`config.mk`:
```
export PLATFORM = sky130hd
export DESIGN_NAME = vip_prioritizer
export DESIGN_NICKNAME = d
export VERILOG_FILES = /design/src/vip_pkg.sv /design/src/vip_prioritizer.sv
export VERILOG_INCLUDE_DIRS = /design/src
export SDC_FILE = /design/constraint.sdc
export NUM_CORES = 2
export LEC_CHECK = 0
export ABC_AREA = 1
export BUFFER_PORTS_ARGS = -buffer_cell sky130_fd_sc_hd__buf_2
export CORE_MARGIN = 2
export CORE_UTILIZATION = 44
export CTS_CLUSTER_DIAMETER = 40
export DETAILED_ROUTE_END_ITERATION = 12
export PLACE_DENSITY_LB_ADDON = 0.05
export SLEW_MARGIN = 5
export SYNTH_ARGS = -nofsm -noshare
export SYNTH_HDL_FRONTEND = slang
export SYNTH_SLANG_ARGS = --single-unit
```
`constraint.sdc`:
```
create_clock -name clk_sys_i -period 3.4 [get_ports clk_sys_i]
set_clock_uncertainty 0.05 [all_clocks]
set_input_delay 0.17 -clock clk_sys_i [delete_from_list [all_inputs] [get_ports clk_sys_i]]
set_output_delay 0.17 -clock clk_sys_i [all_outputs]
set_load 0.02 [all_outputs]
```
`src/vip_defs.svh`:
```
// constants of the vectored interrupt prioritizer: offsets, fields, resets
// assumes a 32-bit word register port with byte addresses
`ifndef VIP_DEFS_SVH
`define VIP_DEFS_SVH

// ***********************************
// register offsets
// ***********************************
`define VIP_OFS_NORM_STAT   12'h000
`define VIP_OFS_FAST_STAT   12'h004
`define VIP_OFS_RAW_STAT    12'h008
`define VIP_OFS_ENABLE      12'h00c
`define VIP_OFS_CLASS_SEL   12'h010
`define VIP_OFS_SOFT_REQ    12'h014
`define VIP_OFS_VECT_ADDR   12'h018
`define VIP_OFS_DFLT_ADDR   12'h01c
`define VIP_OFS_SLOT_ADDR   12'h100
`define VIP_OFS_SLOT_CTL    12'h200

// ***********************************
// fields
// ***********************************
`define VIP_SLOT_EN_BIT     5
`define VIP_SLOT_SRC_MSB    4
`define VIP_SOFT_CH         1

// ***********************************
// reset values
// ***********************************
`define VIP_RST_WORD        32'h0000_0000
`define VIP_RST_SLOT_CTL    6'h00

`endif

```
`src/vip_pkg.sv`:
```
// types of the vectored interrupt prioritizer
// assumes vip_defs.svh is on the include path
package vip_pkg;

  // one request line per peripheral, already the OR of its own flags
  typedef struct packed {
    logic [4:0] can_req;
    logic       adc_req;
    logic [3:0] ext_req;
    logic       rtc_req;
    logic       lock_req;
    logic       ssp1_req;
    logic       ssp0_req;
    logic       twi_req;
    logic       pwm_req;
    logic       uart1_req;
    logic       uart0_req;
    logic       timer1_req;
    logic       timer0_req;
    logic       debug_comm_transmit;
    logic       debug_comm_receive;
    logic       watchdog_request;
  } vip_src_t;

  // per-slot control: enable and source channel
  typedef struct packed {
    logic       en;
    logic [4:0] src;
  } vip_slot_t;

  // register port request
  typedef struct packed {
    logic        wr;
    logic        rd;
    logic [11:0] addr;
    logic [31:0] wdata;
  } vip_bus_t;

endpackage : vip_pkg

```
`src/vip_prioritizer.sv`:
```
// vectored interrupt prioritizer: classes, slot priority, vector address
// assumes request lines come from logic on clk_sys_i, single clock domain
//
// The strobed register port and the placing of the registers are this design's own decisions.
`include "vip_defs.svh"

// How it works
// - each request channel is enabled, then classed fast or normal, vectored or not
// - fast outranks vectored normal, which outranks non-vectored normal
// - all fast-class requests are ORed into one fast output
// - a status word shows which fast sources are requesting
// - sixteen vectored slots, any source, slot 0 highest, slot 15 lowest
// - normal output asserted when any normal-class request is active
// - vector register gives top requesting slot address, else default address
// - a status word shows which normal-class requests are active
// - each peripheral gives one line, the OR of its internal flags
// - ch0 watchdog, ch1 software only, ch2/3 debug comm receive/transmit
// - ch4 first timer, ch5 second timer combined requests
// - ch6 first serial port, ch7 second serial port with modem status
// - ch8 pulse-width, ch9 two-wire, ch10/11 synchronous serial ports
// - ch12 multiplier lock, ch13 real-time clock increment and alarm
// - ch14 to ch17 external requests zero to three in order
// - ch18 converter, ch19 to ch23 bus controllers and filter
module vip_prioritizer #(
  parameter int NUM_SLOT = 16
) (
  input  wire logic            clk_sys_i,
  input  wire logic            srst_i,
  input  wire vip_pkg::vip_src_t src_i,
  input  wire vip_pkg::vip_bus_t bus_i,
  output logic [31:0]          rd_data_o,
  output logic                 fast_interrupt_o,
  output logic                 normal_interrupt_o
);
  import vip_pkg::*;

  // struct has no field for the software channel, so one more
  localparam int NCH = $bits(vip_src_t) + 1;

  // ***********************************
  // elaboration checks
  // ***********************************
  if (NUM_SLOT < 1 || NUM_SLOT > 16) begin : g_chk
    $error("NUM_SLOT must be 1 to 16");
  end

  // ***********************************
  // decode helper
  // ***********************************
  // slot window hit: base + 4*n, n below NUM_SLOT
  function automatic logic slot_hit(input logic [11:0] a,
                                    input logic [11:0] base);
    slot_hit = (a[11:8] == base[11:8]) && (a[1:0] == 2'b00) &&
               (32'(a[7:2]) < NUM_SLOT);
  endfunction

  // ***********************************
  // state
  // ***********************************
  logic [NCH-1:0] enable_r,  enable_nxt;
  logic [NCH-1:0] class_r,   class_nxt;
  logic           soft_r,    soft_nxt;
  logic [31:0]    dflt_r,    dflt_nxt;
  logic [31:0]    rdat_r,    rdat_nxt;
  logic           fast_r,    fast_nxt;
  logic           norm_r,    norm_nxt;
  logic [31:0]    saddr_r   [NUM_SLOT];
  logic [31:0]    saddr_nxt [NUM_SLOT];
  vip_slot_t      sctl_r    [NUM_SLOT];
  vip_slot_t      sctl_nxt  [NUM_SLOT];

  logic [NCH-1:0] raw;
  logic [NCH-1:0] fast_stat;
  logic [NCH-1:0] norm_stat;
  logic [NUM_SLOT-1:0] slot_req;
  logic [31:0]    vect_addr;
  logic [3:0]     sidx;

  // ***********************************
  // channel map
  // ***********************************
  // software channel has no hardware source by design
  always_comb begin
    raw     = '0;
    raw[0]  = src_i.watchdog_request;
    raw[1]  = soft_r;
    raw[2]  = src_i.debug_comm_receive;
    raw[3]  = src_i.debug_comm_transmit;
    raw[4]  = src_i.timer0_req;
    raw[5]  = src_i.timer1_req;
    raw[6]  = src_i.uart0_req;
    raw[7]  = src_i.uart1_req;
    raw[8]  = src_i.pwm_req;
    raw[9]  = src_i.twi_req;
    raw[10] = src_i.ssp0_req;
    raw[11] = src_i.ssp1_req;
    raw[12] = src_i.lock_req;
    raw[13] = src_i.rtc_req;
    raw[17:14] = src_i.ext_req;
    raw[18] = src_i.adc_req;
    raw[23:19] = src_i.can_req;
  end
  // peripherals already OR their flags onto one line

  // ***********************************
  // classification and priority
  // ***********************************
  always_comb begin
    fast_stat = raw & enable_r & class_r;
    norm_stat = raw & enable_r & ~class_r;
    for (int k = 0; k < NUM_SLOT; k++) begin
      slot_req[k] = sctl_r[k].en &&
                    (32'(sctl_r[k].src) < NCH) &&
                    norm_stat[sctl_r[k].src];
    end
    // scan low to high priority so slot 0 wins last
    vect_addr = dflt_r;
    sidx      = '0;
    for (int k = NUM_SLOT - 1; k >= 0; k--) begin
      if (slot_req[k]) begin
        vect_addr = saddr_r[k];
        sidx      = 4'(k);
      end
    end
  end

  // ***********************************
  // registers: next values
  // ***********************************
  always_comb begin
    enable_nxt = enable_r;
    class_nxt  = class_r;
    soft_nxt   = soft_r;
    dflt_nxt   = dflt_r;
    rdat_nxt   = '0;
    saddr_nxt  = saddr_r;
    sctl_nxt   = sctl_r;
    fast_nxt   = |fast_stat;
    norm_nxt   = |norm_stat;
    if (bus_i.wr) begin
      case (bus_i.addr)
        `VIP_OFS_ENABLE:    enable_nxt = bus_i.wdata[NCH-1:0];
        `VIP_OFS_CLASS_SEL: class_nxt  = bus_i.wdata[NCH-1:0];
        `VIP_OFS_SOFT_REQ:  soft_nxt   = bus_i.wdata[`VIP_SOFT_CH];
        `VIP_OFS_DFLT_ADDR: dflt_nxt   = bus_i.wdata;
        default: begin
          if (slot_hit(bus_i.addr, `VIP_OFS_SLOT_ADDR)) begin
            saddr_nxt[bus_i.addr[5:2]] = bus_i.wdata;
          end
          if (slot_hit(bus_i.addr, `VIP_OFS_SLOT_CTL)) begin
            sctl_nxt[bus_i.addr[5:2]].en  =
              bus_i.wdata[`VIP_SLOT_EN_BIT];
            sctl_nxt[bus_i.addr[5:2]].src =
              bus_i.wdata[`VIP_SLOT_SRC_MSB:0];
          end
        end
      endcase
    end
    if (bus_i.rd) begin
      case (bus_i.addr)
        `VIP_OFS_NORM_STAT: rdat_nxt = 32'(norm_stat);
        `VIP_OFS_FAST_STAT: rdat_nxt = 32'(fast_stat);
        `VIP_OFS_RAW_STAT:  rdat_nxt = 32'(raw);
        `VIP_OFS_ENABLE:    rdat_nxt = 32'(enable_r);
        `VIP_OFS_CLASS_SEL: rdat_nxt = 32'(class_r);
        `VIP_OFS_SOFT_REQ:  rdat_nxt = 32'(soft_r) << `VIP_SOFT_CH;
        `VIP_OFS_VECT_ADDR: rdat_nxt = vect_addr;
        `VIP_OFS_DFLT_ADDR: rdat_nxt = dflt_r;
        default: begin
          if (slot_hit(bus_i.addr, `VIP_OFS_SLOT_ADDR)) begin
            rdat_nxt = saddr_r[bus_i.addr[5:2]];
          end
          if (slot_hit(bus_i.addr, `VIP_OFS_SLOT_CTL)) begin
            rdat_nxt = 32'(sctl_r[bus_i.addr[5:2]]);
          end
        end
      endcase
    end
  end

  // ***********************************
  // registers: storage
  // ***********************************
  always_ff @(posedge clk_sys_i) begin
    if (srst_i) begin
      enable_r <= '0;
      class_r  <= '0;
      soft_r   <= 1'b0;
      dflt_r   <= `VIP_RST_WORD;
      rdat_r   <= `VIP_RST_WORD;
      fast_r   <= 1'b0;
      norm_r   <= 1'b0;
      for (int k = 0; k < NUM_SLOT; k++) begin
        saddr_r[k] <= `VIP_RST_WORD;
        sctl_r[k]  <= `VIP_RST_SLOT_CTL;
      end
    end else begin
      enable_r <= enable_nxt;
      class_r  <= class_nxt;
      soft_r   <= soft_nxt;
      dflt_r   <= dflt_nxt;
      rdat_r   <= rdat_nxt;
      fast_r   <= fast_nxt;
      norm_r   <= norm_nxt;
      saddr_r  <= saddr_nxt;
      sctl_r   <= sctl_nxt;
    end
  end

  assign rd_data_o          = rdat_r;
  assign fast_interrupt_o   = fast_r;
  assign normal_interrupt_o = norm_r;

  // ***********************************
  // assertions
  // ***********************************
  // a channel never lands in both classes at once
  property p_class_split;
    @(posedge clk_sys_i) disable iff (srst_i)
      (fast_stat & norm_stat) == '0;
  endproperty
  a_class_split: assert property (p_class_split)
    else $error("channel in both classes");

  property p_fast_merge;
    @(posedge clk_sys_i) disable iff (srst_i)
      (|fast_stat) |=> fast_interrupt_o;
  endproperty
  a_fast_merge: assert property (p_fast_merge)
    else $error("fast output missed a fast request");

  property p_fast_stat_read;
    @(posedge clk_sys_i) disable iff (srst_i)
      (bus_i.rd && bus_i.addr == `VIP_OFS_FAST_STAT) |=>
        rd_data_o == 32'($past(fast_stat));
  endproperty
  a_fast_stat_read: assert property (p_fast_stat_read)
    else $error("fast status read wrong");

  property p_slot0_wins;
    @(posedge clk_sys_i) disable iff (srst_i)
      slot_req[0] |-> (vect_addr == saddr_r[0]) && (sidx == 4'h0);
  endproperty
  a_slot0_wins: assert property (p_slot0_wins)
    else $error("slot 0 did not win");

  property p_norm_level;
    @(posedge clk_sys_i) disable iff (srst_i)
      (|norm_stat) ##1 (|norm_stat) |-> normal_interrupt_o;
  endproperty
  a_norm_level: assert property (p_norm_level)
    else $error("normal output low with normal request");

  property p_dflt_vect;
    @(posedge clk_sys_i) disable iff (srst_i)
      (bus_i.rd && bus_i.addr == `VIP_OFS_VECT_ADDR && slot_req == '0)
        |=> rd_data_o == $past(dflt_r);
  endproperty
  a_dflt_vect: assert property (p_dflt_vect)
    else $error("default vector not returned");

  property p_norm_stat_read;
    @(posedge clk_sys_i) disable iff (srst_i)
      (bus_i.rd && bus_i.addr == `VIP_OFS_NORM_STAT) |=>
        rd_data_o == 32'($past(norm_stat));
  endproperty
  a_norm_stat_read: assert property (p_norm_stat_read)
    else $error("normal status read wrong");

  property p_soft_ch;
    @(posedge clk_sys_i) disable iff (srst_i)
      (bus_i.wr && bus_i.addr == `VIP_OFS_SOFT_REQ) |=>
        raw[1] == $past(bus_i.wdata[`VIP_SOFT_CH]);
  endproperty
  a_soft_ch: assert property (p_soft_ch)
    else $error("software channel not set by write");

  property p_fast_drop;
    @(posedge clk_sys_i) disable iff (srst_i)
      (fast_stat == '0) |=> !fast_interrupt_o;
  endproperty
  a_fast_drop: assert property (p_fast_drop)
    else $error("fast output stuck high");

  // map checks go through the output, so a miswired channel shows
  property p_timer_map;
    @(posedge clk_sys_i) disable iff (srst_i)
      (src_i.timer0_req && enable_r[4] && !class_r[4]) ||
      (src_i.timer1_req && enable_r[5] && !class_r[5]) |=>
        normal_interrupt_o;
  endproperty
  a_timer_map: assert property (p_timer_map)
    else $error("timer channel map wrong");

  property p_norm_drop;
    @(posedge clk_sys_i) disable iff (srst_i)
      (norm_stat == '0) |=> !normal_interrupt_o;
  endproperty
  a_norm_drop: assert property (p_norm_drop)
    else $error("normal output stuck high");

  // one check per slot: a requesting slot beats every lower-ranked one
  for (genvar g = 0; g < NUM_SLOT; g++) begin : g_rank
    property p_slot_rank;
      @(posedge clk_sys_i) disable iff (srst_i)
        slot_req[g] && ((slot_req << (NUM_SLOT - g)) == '0) |->
          vect_addr == saddr_r[g];
    endproperty
    a_slot_rank: assert property (p_slot_rank)
      else $error("lower slot beat a higher one");
  end

  property p_wd_fast;
    @(posedge clk_sys_i) disable iff (srst_i)
      (src_i.watchdog_request && enable_r[0] && class_r[0]) |=>
        fast_interrupt_o;
  endproperty
  a_wd_fast: assert property (p_wd_fast)
    else $error("watchdog request lost");

  property p_ext_norm;
    @(posedge clk_sys_i) disable iff (srst_i)
      (|(src_i.ext_req & enable_r[17:14] & ~class_r[17:14])) |=>
        normal_interrupt_o;
  endproperty
  a_ext_norm: assert property (p_ext_norm)
    else $error("external request lost");

  property p_bus_norm;
    @(posedge clk_sys_i) disable iff (srst_i)
      (|(src_i.can_req & enable_r[23:19] & ~class_r[23:19])) |=>
        normal_interrupt_o;
  endproperty
  a_bus_norm: assert property (p_bus_norm)
    else $error("bus controller request lost");

  c_fast_two: cover property (@(posedge clk_sys_i) disable iff (srst_i)
    $countones(fast_stat) > 1 ##1 fast_interrupt_o);
  c_slot_race: cover property (@(posedge clk_sys_i) disable iff (srst_i)
    slot_req[0] && slot_req[NUM_SLOT-1]);
  c_dflt_read: cover property (@(posedge clk_sys_i) disable iff (srst_i)
    bus_i.rd && bus_i.addr == `VIP_OFS_VECT_ADDR && slot_req == '0 &&
    (|norm_stat));
  c_soft_irq: cover property (@(posedge clk_sys_i) disable iff (srst_i)
    norm_stat[1] ##1 normal_interrupt_o);
  c_low_slot: cover property (@(posedge clk_sys_i) disable iff (srst_i)
    slot_req[NUM_SLOT-1] && !slot_req[0]);

endmodule // vip_prioritizer

```
==> impl_results.md <==
* Placer Congestion at 0.9695
* Cell variety after synth at 51
* Drt drc at 0
* GR Overflow Total at 0
* Most frequent cells in the layout: 784 x nand2_1, 780 x nor2_1, 715 x dfxtp_1
* DR vias at 45.48k
* Yosys warns at 0
* Req. time, crit path at 4.04 ns
* Critical path's largest stage delay at about 0.34 ns
* Average cell area after synthesis at 6.720 sq um
* Bufs on Longest Clock Path at 3
* First-pass GRT wire length at between 200,000 and 300,000 microns
* Final instance area at 51,540 sq um
* DR WL/cell at approximately 25 microns
* Routed vias/inst at 5.945
* Cell row count at 111
* CP max FO at 8
* Mapped cell area at 40,900 sq um
* DR pass1 iterations at 7
* Die Y at 308.9 microns
* Yosys top cell by area: dfxtp_1
* CTS tree: done
* Port buffer count at approximately 100
* Max Freq at 0.2970 GHz
* Clock network power share at between 60% and 70%
* Critical Path Sink Type: register
* Most common cell after layout, fill and taps aside: nand2_1
* Synth top area share at 35.39%
* 1st-iter DRT viols at around 5.3k
* Num CTS Buffers at 136
* Period utilisation layout at 99.03%
* Top FF cell, synth: dfxtp_1
* Largest net degree at the start of global routing at roughly 150
* Worst-Skew Late Latency at 0.77 ns
* Final slew viol count at 0
* Tmin final at 3.367 ns
* Failing checks: negative hold slack
* Initial antenna violation count at 5
* Max Cap Viol at 0
* Initial Util at 44.48%
* Clock Tree Root: clkbuf_16
* Slew @ Worst Pin at 1.378 ns
* Comb pwr share at 3.7%
* Synth Instances at between 6k and 7k
* Fillers at about 9.1k
* Hold slack final at -0.02139 ns
* H-tree Lvls at 4
* EDFF count, synth at 0
* Leakage at between 15 and 20 nW
* FF+latch count, synth at 723
* Arrival time worst endpoint at 4.01 ns
* Switching share of power at 23.90%
* CP startpoint kind: register
* Clk sink count at around 720
* Syn_nets at 6,157
* Die width at 308.9 microns
* Routed Antenna Nets at 0
* GRT Util Overall at 39.63%
* Total core area at 91,940 sq um
* Psw at 5.732 mW
* WS Path Type: reg2reg
* Total die area at 95,410 sq um
* Slowest cell on crit path: dfxtp_1
* Hold WC Path Type: in2reg
* Pwr Density at 465.4 nW/um^2
* FFs w/ async S/R, synth at 0%
* Cell Int Power at about 18 mW
* Dpl ws at -0.09925 ns
* Post-synthesis sequential area ratio at 35.39%
* Relative slew margins at under 10%
* Area Overhead vs Synth at 26.01%
* IO Pins at 105
* Vias in the first global route at 41.99k
* Hold Vio Cnt, Final at 4
* Share of cells above drive strength 1 at between 15 and 20%
* Placed inst area at roughly 45,000 sq um
* Unrepaired setup endpoints after global routing: yes
* Status: finished, violations left
* Setup Viol. Count Final at 0
* Top post-synthesis cells by area: dfxtp_1 35%, a211oi_1 12%, nand2_1 7.6%
* HPWL Detailed at 124,400 microns
* Final WL at 194,700 microns
* # nets final at 6,367
* VDD IR max at between 400 and 500 uV
* Final worst slack at ~0.033 ns
* Worst-path clk slew at 0.05 ns
* Sequential share of power at 35.4%
-- cell families after synthesis --
group | after synthesis | synth area share [%]
flops | 723 | 35.39
simple gates | 2286 | 23.56
compound gates | 1819 | 28.64
buf+inv | 1258 | 12.41
-- per-stage QoR --
| stage | power [mW] | setup TNS [ns] | hold slack [ns] | instances | util (%) |
|---|---|---|---|---|---|
| floorplan | 9.031 | 0 | 0.2549 | 6086 | - |
| global placement | 9.476 | -0.4346 | 0.4161 | 7313 | 48.48 |
| detailed placement | 9.472 | -0.5321 | 0.4193 | 7313 | 48.48 |
| CTS | 24.01 | 0 | 0.0002663 | 7603 | 54.36 |
| global route | 24.44 | -2.782 | 0.02524 | 7649 | 56.05 |
| finish | 23.98 | 0 | -0.02139 | 7650 | 56.05 |
-- registers in the layout, indices dropped and copies added, names as in the netlist --
signal / count
class_r: 24
dflt_r: 32
enable_r: 24
fast_interrupt_o: 1
normal_interrupt_o: 1
rd_data_o: 32
saddr_r: 512
sctl_r: 96
soft_r: 1
-- cell type report --
cell class	instances	area [sq um]	area share, %
Timing Repair Buffer	597	5436	10.55
Tap cell	1243	1555	3.018
Clock inverter	66	999.7	1.940
Antenna cell	1	2.502	0.004856
Sequential cell	723	14480	28.10
Multi-Input combinational cell	4105	22330	43.33
Clock buffer	182	3943	7.650
Inverter	733	2786	5.407
-- metal layers --
layer | up-vias | track usage (%) | wire, microns
met3 | 615 | 7.132 | 17700
met4 | 4 | 24.08 | 12720
met2 | 2361 | 62.94 | 86260
met5 | - | 0 | 26
met1 | 21133 | 50.08 | 78010
li1 | 21363 | - | -
-- what timing repair did --
action                     4_1_cts  5_1_grt
gates resized for setup         13      281
cloned                           0        4
pin swaps                        7      140
hold buffers                    35        0
setup endpoints to repair       15       32
hold endpoints to repair       145        0
buffers inserted                 7       43
-- Yosys cell counts (4+ instances only) --
cell       number
nand2_2        11
a22oi_1        41
nor2_4          8
o22ai_1        75
a211oi_1      678
o211ai_1       80
a311oi_1        6
nand2_1       826
buf_1          16
a21oi_1       156
o21ai_1       106
buf_6          24
o21bai_1       10
nor3_1         15
o21ai_0       557
dfxtp_1       723
o31ai_1         9
inv_2          50
buf_2          98
nor2_1        799
a2111oi_0      21
nor2_2         11
a31oi_1         7
clkbuf_1      374
o221ai_1        8
nor4_1          5
clkinv_1       10
buf_4          13
inv_1         670
nand4_1        19
a41oi_1        13
nand3_2        14
o211ai_2        4
nand3_1       570
a41o_1         26
o21ai_2        11
-- power groups by stage --
stage	Combinational [mW]	Sequential (mW)	Clock, mW
after floorplan	0.371	8.66	0
after global placement	0.815	8.66	0
after detailed placement	0.811	8.66	0
after CTS	0.845	8.49	14.7
after global routing	0.891	8.48	15.1
final	0.889	8.49	14.6
-- worst max-delay path: cells and delay by family (launching register included) --
kind                   cells  cell delay [ns]
AOI/OAI and AO/OA          3             0.46
buffers and inverters      6             0.80
DFF                        1             0.34
and+or+nand+nor           20             1.67
-- final timing paths --
kind,start,endpoint,slack [ns],cells after the start
max,enable_r[12]$_SDFFE_PP0P_,rd_data_o[16]$_SDFF_PP0_,0.03,29
min,srst_i,saddr_r[147]$_SDFFE_PP0P_,-0.02,2
max reg2reg,enable_r[12]$_SDFFE_PP0P_,rd_data_o[16]$_SDFF_PP0_,0.03,29
min reg2reg,saddr_r[479]$_SDFFE_PP0P_,saddr_r[479]$_SDFFE_PP0P_,0.43,2
Power figures use the tool's default switching activity.
